**config.mk**
```make
export PLATFORM = sky130hd
export DESIGN_NAME = adcc_top
export DESIGN_NICKNAME = d
export VERILOG_FILES = /design/src/adcc_pkg.sv /design/src/adcc_top.sv /design/src/adcc_sync2.sv /design/src/adcc_clkgen.sv
export SDC_FILE = /design/constraint.sdc
export NUM_CORES = 1
export LEC_CHECK = 0
export ABC_AREA = 1
export BUFFER_PORTS_ARGS = -buffer_cell sky130_fd_sc_hd__buf_4
export CELL_PAD_IN_SITES_DETAIL_PLACEMENT = 0
export CELL_PAD_IN_SITES_GLOBAL_PLACEMENT = 2
export CORE_UTILIZATION = 29
export DETAILED_ROUTE_END_ITERATION = 10
export GPL_TIMING_DRIVEN = 0
export MAX_ROUTING_LAYER = met4
export PLACE_DENSITY_LB_ADDON = 0.15
export SYNTH_ARGS = -nofsm -noshare
export SYNTH_HDL_FRONTEND = slang
export SYNTH_SLANG_ARGS = --single-unit
```
**constraint.sdc**
```tcl
create_clock -name MCLK_I -period 2.12 [get_ports MCLK_I]
set_input_delay 0.53 -clock MCLK_I [delete_from_list [all_inputs] [get_ports MCLK_I]]
set_output_delay 0.53 -clock MCLK_I [all_outputs]
set_load 0.01 [all_outputs]
```
**src/adcc_pkg.sv**
```systemverilog
`default_nettype none

package adcc_pkg;

  // Register byte offsets on the AXI4-Lite bus.
  localparam logic [3:0] OFF_CTRL = 4'h0;
  localparam logic [3:0] OFF_CLKCFG = 4'h4;
  localparam logic [3:0] OFF_RES_HI = 4'h8;
  localparam logic [3:0] OFF_RES_LO = 4'hC;

  // Status and control register fields.
  localparam int CH_LSB = 0;
  localparam int CH_W = 5;
  localparam int CONT_BIT = 5;
  localparam int IRQEN_BIT = 6;
  localparam int FLAG_BIT = 7;

  // Clock configuration register fields.
  localparam int DIV_LSB = 0;
  localparam int ICS_BIT = 2;
  localparam int LSMP_BIT = 3;
  localparam int MODE10_BIT = 4;
  localparam int ASYNC_BIT = 5;
  localparam int HWTRIG_BIT = 6;

  // Reset values.
  localparam logic [4:0] CH_OFF = 5'h1F;
  localparam logic [7:0] CTRL_RST = 8'h1F;
  localparam logic [7:0] CLKCFG_RST = 8'h00;
  localparam logic [9:0] RES_RST = 10'h000;

  // Conversion budgets in converter clocks.
  localparam logic [5:0] CCK_S8_FIRST = 6'h12;
  localparam logic [5:0] CCK_S8_NEXT = 6'h10;
  localparam logic [5:0] CCK_L8_FIRST = 6'h26;
  localparam logic [5:0] CCK_L8_NEXT = 6'h24;
  localparam logic [5:0] CCK_S10_FIRST = 6'h15;
  localparam logic [5:0] CCK_S10_NEXT = 6'h13;
  localparam logic [5:0] CCK_L10_FIRST = 6'h29;
  localparam logic [5:0] CCK_L10_NEXT = 6'h27;

  // Timing in bus clocks and nanoseconds.
  localparam logic [9:0] SYNC_BUS_CYC = 10'h003;
  localparam int CLK_PERIOD_NS = 10;
  localparam int ACLK_START_NS = 5000;
  localparam logic [9:0] ACLK_START_CYC = 10'(ACLK_START_NS / CLK_PERIOD_NS);

  // AXI responses.
  localparam logic [1:0] RESP_OKAY = 2'h0;
  localparam logic [1:0] RESP_SLVERR = 2'h2;

  typedef enum logic [2:0] {ST_IDLE, ST_SYNC, ST_START, ST_CONV, ST_XFER} adcc_state_t;

endpackage

`default_nettype wire

```
**src/adcc_top.sv**
```systemverilog
// Register access over AXI4-Lite and the placing of the registers were decided locally.
`timescale 1ns/1ps
`default_nettype none

module adcc_top (
  // Clock and reset
  input wire logic MCLK_I,
  input wire logic RESET_I,
  // AXI4-Lite write address and data
  input wire logic AXI_AWVALID_I,
  output logic AXI_AWREADY_O,
  input wire logic [3:0] AXI_AWADDR_I,
  input wire logic AXI_WVALID_I,
  output logic AXI_WREADY_O,
  input wire logic [31:0] AXI_WDATA_I,
  input wire logic [3:0] AXI_WSTRB_I,
  // AXI4-Lite write response
  output logic AXI_BVALID_O,
  input wire logic AXI_BREADY_I,
  output logic [1:0] AXI_BRESP_O,
  // AXI4-Lite read
  input wire logic AXI_ARVALID_I,
  output logic AXI_ARREADY_O,
  input wire logic [3:0] AXI_ARADDR_I,
  output logic AXI_RVALID_O,
  input wire logic AXI_RREADY_I,
  output logic [31:0] AXI_RDATA_O,
  output logic [1:0] AXI_RRESP_O,
  // Pins
  input wire logic ACLK_SRC_I,
  input wire logic ALTCLK_SRC_I,
  input wire logic HW_TRIGGER_I,
  input wire logic STOP_MODE_I,
  // Analog core
  input wire logic [9:0] CORE_RESULT_I,
  output logic [4:0] CORE_CHANNEL_O,
  output logic CORE_POWER_O,
  output logic CORE_START_O,
  // Interrupt
  output logic IRQ_O
);
  import adcc_pkg::*;

  typedef struct packed {
    logic [4:0] channel_select;
    logic continuous_enable;
    logic complete_irq_enable;
    logic conversion_complete_flag;
    logic irq;
    logic [1:0] clock_divide;
    logic input_clock_select;
    logic long_sample_select;
    logic mode10;
    logic async_clock_enable;
    logic hw_trigger_select;
    logic [1:0] result_high;
    logic [7:0] result_low;
    logic high_read;
    adcc_state_t state;
    logic first;
    logic [9:0] cnt;
    logic start;
    logic trig_prev;
    logic aw_hold;
    logic [3:0] aw_addr;
    logic w_hold;
    logic [7:0] w_data;
    logic w_lane0;
    logic bvalid;
    logic [1:0] bresp;
    logic rvalid;
    logic [7:0] rdata;
    logic [1:0] rresp;
  } adcc_top_t;

  adcc_top_t r_reg;
  adcc_top_t r_next;

  logic aclk_s;
  logic altclk_s;
  logic trig_s;
  logic stop_s;
  logic [9:0] core_s;
  logic ck_tick;
  logic wr_fire;
  logic wr_ctrl;
  logic wr_clk;
  logic abort_now;
  logic blocked;
  logic [8:0] round_sum;
  logic [7:0] round8;
  logic [5:0] budget;

  // The core result is only read at transfer, long after it settled.
  adcc_sync2 #(.WIDTH(14)) u_sync (
    .clk_i(MCLK_I),
    .rst_i(RESET_I),
    .d_i({ACLK_SRC_I, ALTCLK_SRC_I, HW_TRIGGER_I, STOP_MODE_I, CORE_RESULT_I}),
    .q_o({aclk_s, altclk_s, trig_s, stop_s, core_s})
  );

  adcc_clkgen u_clkgen (
    .clk_i(MCLK_I),
    .rst_i(RESET_I),
    .enable_i(r_reg.state == ST_CONV),
    .async_en_i(r_reg.async_clock_enable),
    .ics_i(r_reg.input_clock_select),
    .div_i(r_reg.clock_divide),
    .aclk_i(aclk_s),
    .altclk_i(altclk_s),
    .tick_o(ck_tick)
  );

  function automatic logic [5:0] pick_budget(input logic m10, input logic lsmp,
                                             input logic first);
    logic [5:0] b;
    case ({m10, lsmp})
      2'b00: b = first ? CCK_S8_FIRST : CCK_S8_NEXT;
      2'b01: b = first ? CCK_L8_FIRST : CCK_L8_NEXT;
      2'b10: b = first ? CCK_S10_FIRST : CCK_S10_NEXT;
      default: b = first ? CCK_L10_FIRST : CCK_L10_NEXT;
    endcase
    return b;
  endfunction

  assign AXI_AWREADY_O = !r_reg.aw_hold;
  assign AXI_WREADY_O = !r_reg.w_hold;
  assign AXI_ARREADY_O = !r_reg.rvalid;

  always_comb begin
    r_next = r_reg;
    r_next.start = 1'b0;
    r_next.trig_prev = trig_s;
    budget = pick_budget(r_reg.mode10, r_reg.long_sample_select, r_reg.first);
    round_sum = {1'b0, core_s[9:2]} + {8'h00, core_s[1]};
    // Rounding full scale up would wrap to zero, so it saturates.
    round8 = round_sum[8] ? 8'hFF : round_sum[7:0];
    blocked = r_reg.mode10 && r_reg.high_read;

    // Write channel: address and data may arrive in either order.
    if (AXI_AWVALID_I && !r_reg.aw_hold) begin
      r_next.aw_hold = 1'b1;
      r_next.aw_addr = AXI_AWADDR_I;
    end
    if (AXI_WVALID_I && !r_reg.w_hold) begin
      r_next.w_hold = 1'b1;
      r_next.w_data = AXI_WDATA_I[7:0];
      r_next.w_lane0 = AXI_WSTRB_I[0];
    end
    wr_fire = r_reg.aw_hold && r_reg.w_hold && !r_reg.bvalid;
    wr_ctrl = wr_fire && r_reg.w_lane0 && r_reg.aw_addr == OFF_CTRL;
    wr_clk = wr_fire && r_reg.w_lane0 && r_reg.aw_addr == OFF_CLKCFG;
    if (r_reg.bvalid && AXI_BREADY_I) begin
      r_next.bvalid = 1'b0;
    end
    if (wr_fire) begin
      r_next.aw_hold = 1'b0;
      r_next.w_hold = 1'b0;
      r_next.bvalid = 1'b1;
      r_next.bresp = (r_reg.aw_addr == OFF_CTRL || r_reg.aw_addr == OFF_CLKCFG ||
                      r_reg.aw_addr == OFF_RES_HI || r_reg.aw_addr == OFF_RES_LO) ?
                     RESP_OKAY : RESP_SLVERR;
    end
    if (wr_ctrl) begin
      r_next.channel_select = r_reg.w_data[CH_LSB +: CH_W];
      r_next.continuous_enable = r_reg.w_data[CONT_BIT];
      r_next.complete_irq_enable = r_reg.w_data[IRQEN_BIT];
      r_next.conversion_complete_flag = 1'b0;
      r_next.irq = 1'b0;
    end
    if (wr_clk) begin
      r_next.clock_divide = r_reg.w_data[DIV_LSB +: 2];
      r_next.input_clock_select = r_reg.w_data[ICS_BIT];
      r_next.long_sample_select = r_reg.w_data[LSMP_BIT];
      r_next.mode10 = r_reg.w_data[MODE10_BIT];
      r_next.async_clock_enable = r_reg.w_data[ASYNC_BIT];
      r_next.hw_trigger_select = r_reg.w_data[HWTRIG_BIT];
    end

    // Read channel, with the side effects of result reads.
    if (r_reg.rvalid && AXI_RREADY_I) begin
      r_next.rvalid = 1'b0;
    end
    if (AXI_ARVALID_I && !r_reg.rvalid) begin
      r_next.rvalid = 1'b1;
      r_next.rresp = RESP_OKAY;
      case (AXI_ARADDR_I)
        OFF_CTRL: begin
          r_next.rdata = {r_reg.conversion_complete_flag, r_reg.complete_irq_enable,
                          r_reg.continuous_enable, r_reg.channel_select};
        end
        OFF_CLKCFG: begin
          r_next.rdata = {1'b0, r_reg.hw_trigger_select, r_reg.async_clock_enable,
                          r_reg.mode10, r_reg.long_sample_select,
                          r_reg.input_clock_select, r_reg.clock_divide};
        end
        OFF_RES_HI: begin
          r_next.rdata = {6'h00, r_reg.result_high};
          r_next.high_read = r_reg.mode10;
        end
        OFF_RES_LO: begin
          r_next.rdata = r_reg.result_low;
          r_next.high_read = 1'b0;
          r_next.conversion_complete_flag = 1'b0;
          r_next.irq = 1'b0;
        end
        default: begin
          r_next.rdata = 8'h00;
          r_next.rresp = RESP_SLVERR;
        end
      endcase
    end

    // Conversion sequencer; flag sets come after clears so a set wins.
    case (r_reg.state)
      ST_IDLE: begin
        if (r_reg.hw_trigger_select && trig_s && !r_reg.trig_prev &&
            r_reg.channel_select != CH_OFF) begin
          r_next.state = ST_SYNC;
          r_next.cnt = 10'h000;
          r_next.first = 1'b1;
        end
      end
      ST_SYNC: begin
        r_next.cnt = r_reg.cnt + 10'h001;
        if (r_reg.cnt == SYNC_BUS_CYC - 10'h001) begin
          r_next.cnt = 10'h000;
          if (r_reg.async_clock_enable) begin
            r_next.state = ST_START;
          end else begin
            r_next.state = ST_CONV;
            r_next.start = 1'b1;
          end
        end
      end
      ST_START: begin
        r_next.cnt = r_reg.cnt + 10'h001;
        if (r_reg.cnt == ACLK_START_CYC - 10'h001) begin
          r_next.cnt = 10'h000;
          r_next.state = ST_CONV;
          r_next.start = 1'b1;
        end
      end
      ST_CONV: begin
        if (ck_tick) begin
          r_next.cnt = r_reg.cnt + 10'h001;
          if (r_reg.cnt == {4'h0, budget} - 10'h001) begin
            r_next.state = ST_XFER;
          end
        end
      end
      ST_XFER: begin
        r_next.cnt = 10'h000;
        if (blocked) begin
          // The discarded result still costs a full conversion.
          r_next.state = ST_SYNC;
          r_next.first = 1'b1;
        end else begin
          r_next.result_high = r_reg.mode10 ? core_s[9:8] : 2'h0;
          r_next.result_low = r_reg.mode10 ? core_s[7:0] : round8;
          r_next.conversion_complete_flag = 1'b1;
          r_next.irq = r_reg.complete_irq_enable;
          if (r_reg.continuous_enable) begin
            r_next.state = ST_CONV;
            r_next.first = 1'b0;
            r_next.start = 1'b1;
          end else begin
            r_next.state = ST_IDLE;
          end
        end
      end
      default: begin
        r_next.state = ST_IDLE;
      end
    endcase

    abort_now = wr_ctrl || wr_clk ||
                (stop_s && !r_reg.async_clock_enable && r_reg.state != ST_IDLE);
    if (abort_now) begin
      r_next.state = ST_IDLE;
      r_next.start = 1'b0;
      r_next.cnt = 10'h000;
      r_next.result_high = r_reg.result_high;
      r_next.result_low = r_reg.result_low;
      if (wr_ctrl && r_reg.w_data[CH_LSB +: CH_W] != CH_OFF && !r_reg.hw_trigger_select) begin
        r_next.state = ST_SYNC;
        r_next.first = 1'b1;
      end
    end
  end

  always_ff @(posedge MCLK_I) begin
    if (RESET_I) begin
      r_reg <= '0;
      r_reg.channel_select <= CTRL_RST[CH_LSB +: CH_W];
      r_reg.clock_divide <= CLKCFG_RST[DIV_LSB +: 2];
      r_reg.result_high <= RES_RST[9:8];
      r_reg.result_low <= RES_RST[7:0];
      r_reg.state <= ST_IDLE;
    end else begin
      r_reg <= r_next;
    end
  end

  assign AXI_BVALID_O = r_reg.bvalid;
  assign AXI_BRESP_O = r_reg.bresp;
  assign AXI_RVALID_O = r_reg.rvalid;
  assign AXI_RDATA_O = {24'h000000, r_reg.rdata};
  assign AXI_RRESP_O = r_reg.rresp;
  assign CORE_CHANNEL_O = r_reg.channel_select;
  // Power drops in the abort cycle itself, before the state register follows.
  assign CORE_POWER_O = (r_reg.state != ST_IDLE) && !abort_now;
  assign CORE_START_O = r_reg.start;
  assign IRQ_O = r_reg.irq;
endmodule

`default_nettype wire

```
**src/adcc_sync2.sv**
```systemverilog
`timescale 1ns/1ps
`default_nettype none

module adcc_sync2 #(
  parameter int WIDTH = 1
) (
  // Clock and reset
  input wire logic clk_i,
  input wire logic rst_i,
  // Data
  input wire logic [WIDTH-1:0] d_i,
  output logic [WIDTH-1:0] q_o
);
  typedef struct packed {
    logic [WIDTH-1:0] meta;
    logic [WIDTH-1:0] stable;
  } adcc_sync_t;

  adcc_sync_t s_reg;
  adcc_sync_t s_next;

  always_comb begin
    s_next = s_reg;
    s_next.meta = d_i;
    s_next.stable = s_reg.meta;
  end

  always_ff @(posedge clk_i) begin
    if (rst_i) begin
      s_reg <= '0;
    end else begin
      s_reg <= s_next;
    end
  end

  assign q_o = s_reg.stable;
endmodule

`default_nettype wire

```
**src/adcc_clkgen.sv**
```systemverilog
`timescale 1ns/1ps
`default_nettype none

module adcc_clkgen (
  // Clock and reset
  input wire logic clk_i,
  input wire logic rst_i,
  // Selection
  input wire logic enable_i,
  input wire logic async_en_i,
  input wire logic ics_i,
  input wire logic [1:0] div_i,
  // Synchronised source levels
  input wire logic aclk_i,
  input wire logic altclk_i,
  // Converter clock tick
  output logic tick_o
);
  import adcc_pkg::*;

  typedef struct packed {
    logic prev;
    logic [2:0] cnt;
    logic tick;
  } adcc_cg_t;

  adcc_cg_t g_reg;
  adcc_cg_t g_next;
  logic src;
  logic edge_seen;
  logic [2:0] top;

  always_comb begin
    g_next = g_reg;
    src = async_en_i ? aclk_i : altclk_i;
    // The bus clock has an edge every cycle, so it needs no detector.
    edge_seen = (!async_en_i && ics_i) ? 1'b1 : (src && !g_reg.prev);
    top = 3'((4'h1 << div_i) - 4'h1);
    g_next.prev = src;
    g_next.tick = 1'b0;
    if (!enable_i) begin
      g_next.cnt = 3'h0;
    end else if (edge_seen) begin
      if (g_reg.cnt == top) begin
        g_next.cnt = 3'h0;
        g_next.tick = 1'b1;
      end else begin
        g_next.cnt = g_reg.cnt + 3'h1;
      end
    end
  end

  always_ff @(posedge clk_i) begin
    if (rst_i) begin
      g_reg <= '0;
    end else begin
      g_reg <= g_next;
    end
  end

  assign tick_o = g_reg.tick;
endmodule

`default_nettype wire

```
# Word-level counts from Yosys, hierarchy flattened
# Index checks and enable logic that the tools add are counted.
# classes
shift,1
eq_ne,25
n_addsub,5
mux,46
bitwise_logic,4
reduce_logical,53
# op_table
cell,count
10-bit case mux with 5 select lines,1
11-bit two-way mux,3
8-bit case mux with 4 select lines,1
2-bit two-way mux,12
1-bit logical AND,21
3-bit two-way mux,7
6-bit case mux with 3 select lines,1
4-bit == test (second input constant),4
8-bit two-way mux,2
15-bit two-way mux,1
3-bit != test (second input constant),5
3-bit case mux with 5 select lines,1
14-bit two-way mux,1
10-bit by 1-bit adder with 10-bit output (second input constant),1
10-bit == test,1
10-bit by 2-bit == test with 1-bit output (second input constant),1
10-bit by 9-bit == test with 1-bit output (second input constant),1
1-bit two-way mux,10
10-bit two-way mux,1
5-bit != test (second input constant),2
8-bit by 1-bit adder with 9-bit output,1
1-bit zero test,9
4-bit by 3-bit == test with 1-bit output (second input constant),2
4-bit zero test,2
other kinds (27),43
# word_totals
reg_bits,104
out_inout_bits,49
in_bits,65
word_cells,168

# Depth between registers and ports, before layout
# Gate-level depths: netlist of run 1.
# depth
ltp_word,9
depth_mapped,13
mapped_depth_nobuf,12

# Cells and area by module
# Synthesis of run 1 repeated with hierarchy kept, for this count alone.
# unflattened
cells_unflattened,684
area_unflattened_um2,5036.1
# modules_own_cells
mod,instances,seq_area_each_um2,area_per_inst_um2,cells_each
adcc_top,1,1381.3,3903.7,548
adcc_sync2,1,560.5,807.0,87
adcc_clkgen,1,100.1,325.3,49

# Worst setup path before layout of run 1
# Ideal clock, no wire load.
# synth_timing
kind,input-to-reg
from,in AXI_ARADDR_I[1]
to,"reg r_reg, in the netlist AXI_RDATA_O[0]"
required_ns,2.050
n_path_buf,0
setup_ns,0.070
arrival_ns,1.458
path_slack_ns,0.592
cell_stages,7
path_cell_list,nor2_2 > inv_1 > nor3_1 > nand2_1 > o2111ai_1 > nand2_1 > a21oi_1
# synth_via
elab_chain_len,2
elab_cells_between_ends,5
cone_classes,eq/ne: 3; mux: 1; reduce/logical: 1
# synth_rtl
element,line,rtl
"start, declared",adcc_top.sv:24,"input wire logic [3:0] AXI_ARADDR_I,"
4-bit == test (tied with other cells),adcc_top.sv:187,case (AXI_ARADDR_I)
8-bit case mux with 4 select lines (*),adcc_top.sv:187,
"end signal, assigned",adcc_top.sv:301,r_reg <= r_next;
"end, declared",adcc_top.sv:76,adcc_top_t r_reg;
# Mark *: on every way between the ends. The rest lies on a longest branch, timed or not.
# A chain may end at the register's enable or synchronous reset.

# Final worst setup path of run 1
# layout_timing
from,reg r_reg[42] in the netlist's numbering
to,out CORE_POWER_O
# layout_via
elab_chain_len,5
# layout_rtl
element,line,rtl
3-bit nonzero test (*),"adcc_top.sv:278, adcc_top.sv:312",
1-bit logical AND,adcc_top.sv:278,(stop_s && !r_reg.async_clock_enable && r_reg.state != ST_IDLE);
1-bit logical OR,adcc_top.sv:277,abort_now = wr_ctrl || wr_clk ||
1-bit zero test,adcc_top.sv:312,assign CORE_POWER_O = (r_reg.state != ST_IDLE) && !abort_now;
1-bit logical AND (*),adcc_top.sv:312,
"end, declared",adcc_top.sv:37,"output logic CORE_POWER_O,"
# Marks and branches as above.

==> metrics, run 1 <==
pre-CTS setup slack=-0.009300 ns; number of global-route vias before repair=4131; CP Cell Sequence=nor2_2 -> inv_2 -> o21bai_4 -> nand3_4 -> nor2_1 -> buf_4; hold buffer count at cts=0; Multi-input gate area=2173 um2; WL per Instance=12.57 um; largest net degree at the start of global routing=21; overall die width=131.3 um; Seq pwr share=0.471; Vias=4249; DP Cell Count=977; Sw Share=0.2947; Peak VDD IR=405.3 uV; CP max FO=5; die area=17240 um2; post-CTS setup buffer count=0; Final setup violation count=0; ranking of synthesized cells by area=dfxtp_1, nand2_1, nor2_1; Clock Latency Late Sink=0.35 ns; post-DR vias/cell=4.279; Critical Path End Type=output port; number of flip-flops in the largest register=50; clock slew at the register clock pins of the worst setup and hold paths=0.08 ns; routability cong.=0.8360; Yosys Warn Count=0; WS Path Type=flop to output port; 1st-pass router iterations=4; Seq/Total Area, Yosys=0.4213; initial antenna violation count=0; CP Launch Type=flop; CP required=1.59 ns; Synth Cell Area=4847 um2; Finished Layout Cells=993; drt first-iter violations=219; total power=4.350 mW; HP Class=input pin to flop; Yosys top cell area share=0.4213; CTS max path bufs=2; global route total overflow=0; RSZ-0062 raised after global routing=no; count of final hold-check violations=0; asr flop ratio synth=0; max cap viols=0; Syn Inst Count=678; register area=2043 um2; Slowest cell on crit path=dfxtp_1; P per Cell Area=728.5 nW/um2; die height=131.3 um; P_int=3.068 mW; hold slack=0.3766 ns; Post-synth EDFFs=0; Clock Power Share=0.385; first-pass GRT wire length=20830 um; ANT cells=0; num rows=46; logic gate share of total power=0.144; final setup skew=0.006563 ns; fraction of layout instances using a drive strength above 1=0.1931; net switching power=1.282 mW; status=finished, final reports clean; fin crit share=0.9267; clock tree root driver cell=clkbuf_16; Yosys reg bits=102; drt total wl=12480 um; CTS tree=done; fin crit period=1.965 ns; Slew @ Worst Pin=0.8165 ns; Design Area, Final=5971 um2; Post-DP HPWL=9846 um; Yosys cell types=46; dpl cell area=5647 um2; WP data arrival=1.43 ns; Initial Utilization=0.3008; I/O Buffers=58; Total GRT Usage=0.1569; final setup margin=0.1555 ns; R2R depth=10; Num Clock Sinks=102; Avg Cell Area, Syn=7.149 um2; FILL cells=1761; Worst slew margin=0.4515; Most used DFF post-synth=dfxtp_1; leakage=2.754 nW; drc violations=0; PostCTS Resize Cnt=2; cell accounting for the most synthesized area=dfxtp_1; final net count=842; core footprint=16120 um2; Layout area overhead=23.18%; max incr delay on CP=0.36 ns; IO Pins=114; Max Slew Vio Count=0; Routed Antenna Nets=0; hold path depth=3; H-tree depth=3; CTS Buf Count=9; f_max=509.0 MHz
[cell usage after synthesis, drive strengths merged (3+ instances only)]
master	n
xor2	9
inv	90
nand3	34
buf	48
o22ai	6
clkbuf	10
nand2	130
nand4	7
nor3	8
nor3b	4
a21oi	42
ha	5
o21ai	40
nor2	118
o211ai	6
dfxtp	102
or2	3
[per-stage QoR]
step	setup TNS (ns)	util
floorplan	0	-
global placement	-0.2071	0.3504
detailed placement	-0.01552	0.3504
CTS	0	0.3696
global route	0	0.3705
finish	0	0.3705
[worst paths after layout]
path	start	end	slack (ns)
max	r_reg[42]	CORE_POWER_O	0.16
min	CORE_RESULT_I[5]	u_sync.s_next[5]	0.38
max reg2reg	r_reg[32]	r_reg[35]	0.25
min reg2reg	u_sync.s_next[6]	u_sync.q_o[6]	0.41
[final cells by class]
| cell class | instances | area share |
|---|---|---|
| Clock buffer | 9 | 0.03772 |
| Tap cell | 216 | 0.04526 |
| Inverter | 91 | 0.05763 |
| Timing Repair Buffer | 58 | 0.07293 |
| Sequential cell | 102 | 0.3422 |
| Multi-Input combinational cell | 452 | 0.3640 |
| Clock inverter | 7 | 0.01299 |
| Buffer | 58 | 0.06727 |
[worst max-delay path: cells and delay by family (launching register included)]
| kind | cells | cell delay, ns |
|---|---|---|
| AOI/OAI and AO/OA | 1 | 0.15 |
| buffers and inverters | 2 | 0.20 |
| DFF | 1 | 0.36 |
| and+or+nand+nor | 3 | 0.37 |
[cell usage in the layout (no fill, tap or decap), types with 2 or more instances in the layout]
cell	synthesis	final
o21ai_0	35	35
buf_4	42	100
nor3_1	7	7
buf_1	2	2
conb_1	1	26
inv_2	4	4
o21ai_2	4	4
clkbuf_1	10	10
nand2_2	2	4
nor2_2	5	6
or2_2	2	2
nand2_1	127	125
a211oi_1	2	2
o2111ai_1	2	2
inv_6	0	3
nor2_1	113	112
clkinv_8	0	2
ha_1	5	5
dfxtp_1	102	101
inv_1	85	85
a31oi_1	2	2
nor3b_1	3	3
clkbuf_16	0	9
buf_2	2	2
nand4_1	7	7
o211ai_1	5	5
xor2_1	9	9
nand3_1	34	33
o22ai_1	6	6
a21oi_1	41	41
[per-layer routing]
layer / vias to the layer above / share of wire / global-route usage
met4: 0 / 0.0052 / 0.02972
li1: 2262 / - / -
met3: 4 / 0.039 / 0.03665
met1: 1886 / 0.49 / 0.2009
met2: 97 / 0.46 / 0.2527
met5: - / 0 / -
[logic make-up after synthesis]
| logic type | after synthesis | share of synthesized area |
|---|---|---|
| AOI/OAI and AO/OA | 105 | 0.1288 |
| adders and majority gates | 5 | 0.01291 |
| xor gates and xnor gates | 10 | 0.01807 |
| DFF | 102 | 0.4213 |
| other | 1 | 0.0007737 |
| and+or+nand+nor | 306 | 0.2643 |
| buffers and inverters | 149 | 0.1538 |
[power groups by stage]
stage                     registers, mW  logic, mW  clock network [mW]
final                              2.05      0.628                1.67
after global routing               2.06      0.724                1.82
after CTS                          2.05      0.633                1.73
after detailed placement           2.10      0.630                   0
after global placement             2.09      0.630                   0
after floorplan                    2.08      0.434                   0
Note: power is estimated with default switching activity, not from simulation.
==> run 2: changes to the inputs <==
==> constraint.sdc (replaced) <==
create_clock -name MCLK_I -period 2.12 [get_ports MCLK_I]
set_input_delay 0.106 -clock MCLK_I [delete_from_list [all_inputs] [get_ports MCLK_I]]
set_output_delay 0.106 -clock MCLK_I [all_outputs]
set_load 0.01 [all_outputs]
==> run 2 against run 1 <==
Against the previous run: sequential share of layout area down 1.3 points; critical endpoint is now r_reg[35]; cell count up 2.6%; wire length up 0.79%; combinational power up 5.4%; global-route usage up 0.15 points; core utilization up 1.5 points; design area up 4.0%; highest routed layer unchanged; sequential power about the same; critical path type is now flop to flop; sequential cell count unchanged.
==> metrics, run 2 (synthesized netlist as in run 1, its figures left out) <==
post-DR vias/cell=4.277 (about the same); r2r setup slk=0.27 ns (+0.02 ns); clock slew at the register clock pins of the worst setup and hold paths=0.08 ns (about the same); Sw Share=0.2939 (-0.0008016); max incr delay on CP=0.43 ns (+0.07 ns); f_max=539.3 MHz (+5.9%); global route total overflow=0 (unchanged); Initial Utilization=0.3008 (unchanged); first-pass GRT wire length=21070 um (+1.1%); CTS tree=done; final net count=868 (+3.1%); IO Pins=114 (unchanged); leakage=2.852 nW (+3.6%); Slew @ Worst Pin=0.8267 ns (+0.01024 ns); CP delay by family, top=simple AND/OR/NAND/NOR gates; CP Cell Sequence=ha_1 -> inv_1 -> nor2_1 -> nand3_1 -> nand2_1 -> nand3_1 -> o21ai_2 -> inv_2 -> nand2_1 -> a21oi_1; Worst Hold End=AXI_BVALID_O; number of flip-flops in the largest register=50 (unchanged); Post-DP HPWL=9846 um (unchanged); die area=17240 um2 (unchanged); Final setup violation count=0 (unchanged); largest net degree at the start of global routing=21 (unchanged); H-tree depth=3 (unchanged); post-CTS setup buffer count=0 (unchanged); num rows=46 (unchanged); hold buffer count at cts=26 (+26); max cap viols=0 (unchanged); P_int=3.097 mW (+0.95%); Routed Antenna Nets=0 (unchanged); Vias=4358 (+2.6%); Design Area, Final=6210 um2 (+4.0%); Total GRT Usage=0.1583 (+0.001450); net switching power=1.289 mW (+0.56%); dpl cell area=5647 um2 (unchanged); Layout area overhead=28.11%; HP Class=input pin to flop; fin crit share=0.8747 (-0.05194); Max Slew Vio Count=0 (unchanged); Peak VDD IR=405.7 uV (+0.10%); CP max FO=7 (+2); FILL cells=1732 (-1.6%); number of global-route vias before repair=4202 (+1.7%); count of final hold-check violations=0 (unchanged); logic gate share of total power=0.151 (+0.007); setup total negative slack=0 ns (unchanged); Clock Power Share=0.382 (-0.003); end of the worst register-to-register path=r_reg[35]; R2R Path Start=r_reg[32]; WL per Instance=12.34 um (-1.8%); PostCTS Resize Cnt=0 (-2); CP Launch Type=flop; final setup margin=0.2656 ns (+0.1101 ns); CTS Buf Count=9 (unchanged); 1st-pass router iterations=4 (unchanged); final setup skew=0.005659 ns (-0.0009045 ns); overall die width=131.3 um (unchanged); CTS max path bufs=2 (unchanged); RSZ-0062 raised after global routing=no; core footprint=16120 um2 (unchanged); Critical Path End Type=flop; R2R depth=10 (unchanged); I/O Buffers=58 (unchanged); WP depth=10 (+4); drc violations=0 (unchanged); most frequent cells in the layout=nand2_1, nor2_1, dfxtp_1; P per Cell Area=706.3 nW/um2 (-3.0%); CP required=2.35 ns (+0.76 ns); ANT cells=0 (unchanged); Seq pwr share=0.467 (-0.004); WS Path Type=flop to flop; Num Clock Sinks=102 (unchanged); status=finished, final reports clean; clock tree root driver cell=clkbuf_16; Worst slew margin=0.4446 (-0.006880); Clock Latency Late Sink=0.35 ns (about the same); pre-CTS setup slack=0.2587 ns (+0.2680 ns); min-delay src=AXI_BREADY_I; routability cong.=0.8360 (unchanged); WP data arrival=2.09 ns (+0.66 ns); fraction of layout instances using a drive strength above 1=0.1806 (-0.01248); die height=131.3 um (unchanged); hold path depth=4 (+1); fin crit period=1.854 ns (-0.1101 ns); Buf/Inv on CP=2 (unchanged); Slowest cell on crit path=dfxtp_1; drt first-iter violations=186 (-15%); commonest non-fill, non-tap cell in the layout=nand2_1; drt total wl=12580 um (+0.79%); initial antenna violation count=0 (unchanged)
run 2: worst max path at each step:
stage                      endpoint  slack [ns]  startpoint
after floorplan           r_reg[35]        0.61   r_reg[32]
after global placement    r_reg[35]        0.25   r_reg[32]
after detailed placement  r_reg[35]        0.26   r_reg[32]
after CTS                 r_reg[35]        0.24   r_reg[32]
after global routing      r_reg[35]        0.05   r_reg[32]
final                     r_reg[35]        0.27   r_reg[32]
run 2: through the flow:
| step | hold WS, ns | util | std cells | power (mW) |
|---|---|---|---|---|
| 2_1_floorplan | 0.2130 | - | 703 | 2.510 |
| 3_3_place_gp | 0.3118 | 0.3504 | 977 | 2.723 |
| 3_5_place_dp | 0.3174 | 0.3504 | 977 | 2.725 |
| 4_1_cts | 0.01865 | 0.3853 | 1019 | 4.451 |
| 5_1_grt | 0.02775 | 0.3853 | 1019 | 4.641 |
| 6_report | 0.03274 | 0.3853 | 1019 | 4.386 |
run 2: final cells by class:
type	count	area [um2]	share of cell area
flip-flops and latches	102	2042	0.3288
multi-input cells	452	2153	0.3468
clock inverters	7	77.57	0.01249
clock buffers	9	225.2	0.03627
well taps	216	270.3	0.04352
inverters	91	344.1	0.05541
plain buffers	58	401.6	0.06468
repair buffers	84	695.7	0.1120
run 2: metal layers:
layer	up-vias	track usage	share of wire
met1	1945	0.2016	0.49
met3	7	0.03665	0.039
met5	-	-	0
li1	2315	-	-
met2	91	0.2568	0.46
met4	0	0.02972	0.0069
run 2: worst reg2reg max path, stage by stage (launching register included):
cell	delay (ns)
dfxtp_1	0.43
ha_1	0.20
inv_1	0.06
nor2_1	0.15
nand3_1	0.10
nand2_1	0.08
nand3_1	0.15
o21ai_2	0.38
inv_2	0.08
nand2_1	0.07
a21oi_1	0.04
run 2: power groups by stage:
| stage | logic [mW] | clock network, mW | registers [mW] |
|---|---|---|---|
| 2_1_floorplan | 0.434 | 0 | 2.08 |
| 3_3_place_gp | 0.630 | 0 | 2.09 |
| 3_5_place_dp | 0.630 | 0 | 2.10 |
| 4_1_cts | 0.670 | 1.73 | 2.05 |
| 5_1_grt | 0.761 | 1.82 | 2.06 |
| 6_report | 0.662 | 1.68 | 2.05 |
==> run 3: changes to the inputs <==
--- a/config.mk
+++ b/config.mk
@@ -13,7 +13,7 @@
 export DETAILED_ROUTE_END_ITERATION = 10
 export GPL_TIMING_DRIVEN = 0
 export MAX_ROUTING_LAYER = met4
-export PLACE_DENSITY_LB_ADDON = 0.15
+export PLACE_DENSITY_LB_ADDON = 0.1
 export SYNTH_ARGS = -nofsm -noshare
 export SYNTH_HDL_FRONTEND = slang
 export SYNTH_SLANG_ARGS = --single-unit
==> run 3 against run 2 <==
Against the previous run: sequential share of layout area up 0.060 points; total power down 0.58%; sequential cell count unchanged; via count down 1.7%; register-to-register slack about the same; combinational power about the same; fmax down 0.78%; sequential power about the same; core utilization down 0.070 points; wire length down 0.12%; worst setup slack worse by 0.015 ns; largest cell class unchanged; first-iteration DRC count down 22%.
==> metrics, run 3 (synthesized netlist as in run 1, its figures left out) <==
clock tree root driver cell=clkbuf_16; CP Launch Type=flop; CTS Buf Count=9 (unchanged); WL per Instance=12.34 um (about the same); drt total wl=12560 um (-0.12%); WS Path Type=flop to flop; fin crit share=0.8816 (+0.006895); Layout area overhead=27.88%; Final setup violation count=0 (unchanged); RSZ-0062 raised after global routing=no; largest net degree at the start of global routing=21 (unchanged); fraction of layout instances using a drive strength above 1=0.1808 (+0.0002252); leakage=2.850 nW (about the same); final net count=867 (-0.12%); final setup skew=0.006002 ns (+0.0003433 ns); f_max=535.0 MHz (-0.78%); hold buffer count at cts=25 (-3.8%); I/O Buffers=58 (unchanged); DP Cell Count=977 (unchanged); num rows=46 (unchanged); status=finished, final reports clean; drc violations=0 (unchanged); commonest non-fill, non-tap cell in the layout=nand2_1; CTS max path bufs=2 (unchanged); Worst slew margin=0.4879 (+0.04324); Peak VDD IR=367.2 uV (-9.5%); H-tree depth=3 (unchanged); Vias=4286 (-1.7%); overall die width=131.3 um (unchanged); Clock Latency Late Sink=0.35 ns (about the same); count of final hold-check violations=0 (unchanged); Initial Utilization=0.3008 (unchanged); die height=131.3 um (unchanged); drt first-iter violations=146 (-22%); Finished Layout Cells=1018 (-0.098%); Num Clock Sinks=102 (unchanged); routability cong.=0.8536 (+2.1%); Critical Path End Type=flop; die area=17240 um2 (unchanged); CP required=2.36 ns (about the same); number of global-route vias before repair=4170 (-0.76%); setup total negative slack=0 ns (unchanged); post-DR vias/cell=4.210 (-1.6%); Slew @ Worst Pin=0.7623 ns (-0.06436 ns); ANT cells=0 (unchanged); clock slew at the register clock pins of the worst setup and hold paths=0.07 ns (about the same); CTS tree=done; P per Cell Area=703.5 nW/um2 (-0.40%); Max Slew Vio Count=0 (unchanged); Routed Antenna Nets=0 (unchanged); HP Class=input pin to flop; CP max FO=7 (unchanged); initial antenna violation count=0 (unchanged); first-pass GRT wire length=20940 um (-0.59%); core footprint=16120 um2 (unchanged); max cap viols=0 (unchanged); PostCTS Resize Cnt=0 (unchanged); WP data arrival=2.11 ns (+0.02 ns); post-CTS setup buffer count=0 (unchanged); fin crit period=1.869 ns (+0.01462 ns); number of flip-flops in the largest register=50 (unchanged); 1st-pass router iterations=4 (unchanged); IO Pins=114 (unchanged); global route total overflow=0 (unchanged); most frequent cells in the layout=nand2_1, nor2_1, dfxtp_1; Post-DP HPWL=9899 um (+0.55%); Total GRT Usage=0.1572 (-0.001154)
==> run 3: layout make-up <==
cell class / count / area [um2]
Clock inverter: 7 / 76.32
Tap cell: 216 / 270.3
Sequential cell: 102 / 2042
Multi-Input combinational cell: 452 / 2153
Clock buffer: 9 / 225.2
Inverter: 91 / 344.1
Fill cell: 1736 / 9917
Timing Repair Buffer: 83 / 685.7
Buffer: 58 / 401.6
==> run 3: worst paths after layout <==
path / slack (ns) / depth (start not counted) / end / start
worst max-delay path: 0.25 / 10 / r_reg[35] / r_reg[32]
worst min register to register: 0.40 / 2 / u_sync.q_o[0] / u_sync.s_next[0]
worst max register to register: 0.25 / 10 / r_reg[35] / r_reg[32]
worst min-delay path: 0.02 / 3 / r_reg[23] / AXI_WVALID_I
==> run 3: through the flow <==
step	util	power, mW	hold slack [ns]	area [um2]	worst slack [ns]
5_1_grt	0.3846	4.602	0.02227	6198	0.03656
4_1_cts	0.3846	4.435	0.01218	6198	0.1990
3_5_place_dp	0.3504	2.728	0.3141	5647	0.2195
3_3_place_gp	0.3504	2.724	0.3098	5647	0.2426
2_1_floorplan	-	2.510	0.2130	4941	0.6064
6_report	0.3846	4.360	0.02149	6198	0.2510
==> run 3: power by group <==
part           total [mW]  internal [mW]  switching (mW)
Clock                1.65          0.834           0.818
Sequential           2.05           1.99          0.0596
Combinational       0.660          0.268           0.392
==> run 3: per-layer routing <==
| metal | GRT usage | share of wire | up-vias |
|---|---|---|---|
| met4 | 0.06395 | 0.020 | 0 |
| met5 | - | 0 | - |
| met1 | 0.1984 | 0.49 | 1859 |
| met2 | 0.2497 | 0.45 | 90 |
| li1 | - | - | 2320 |
| met3 | 0.02546 | 0.040 | 17 |
==> run 3: worst max-delay path, stage by stage, from the launching register on <==
cell,delay (ns)
dfxtp_1,0.44
ha_1,0.21
inv_1,0.06
nor2_1,0.15
nand3_1,0.08
nand2_1,0.09
nand3_1,0.15
o21ai_2,0.40
inv_2,0.07
nand2_1,0.07
a21oi_1,0.04
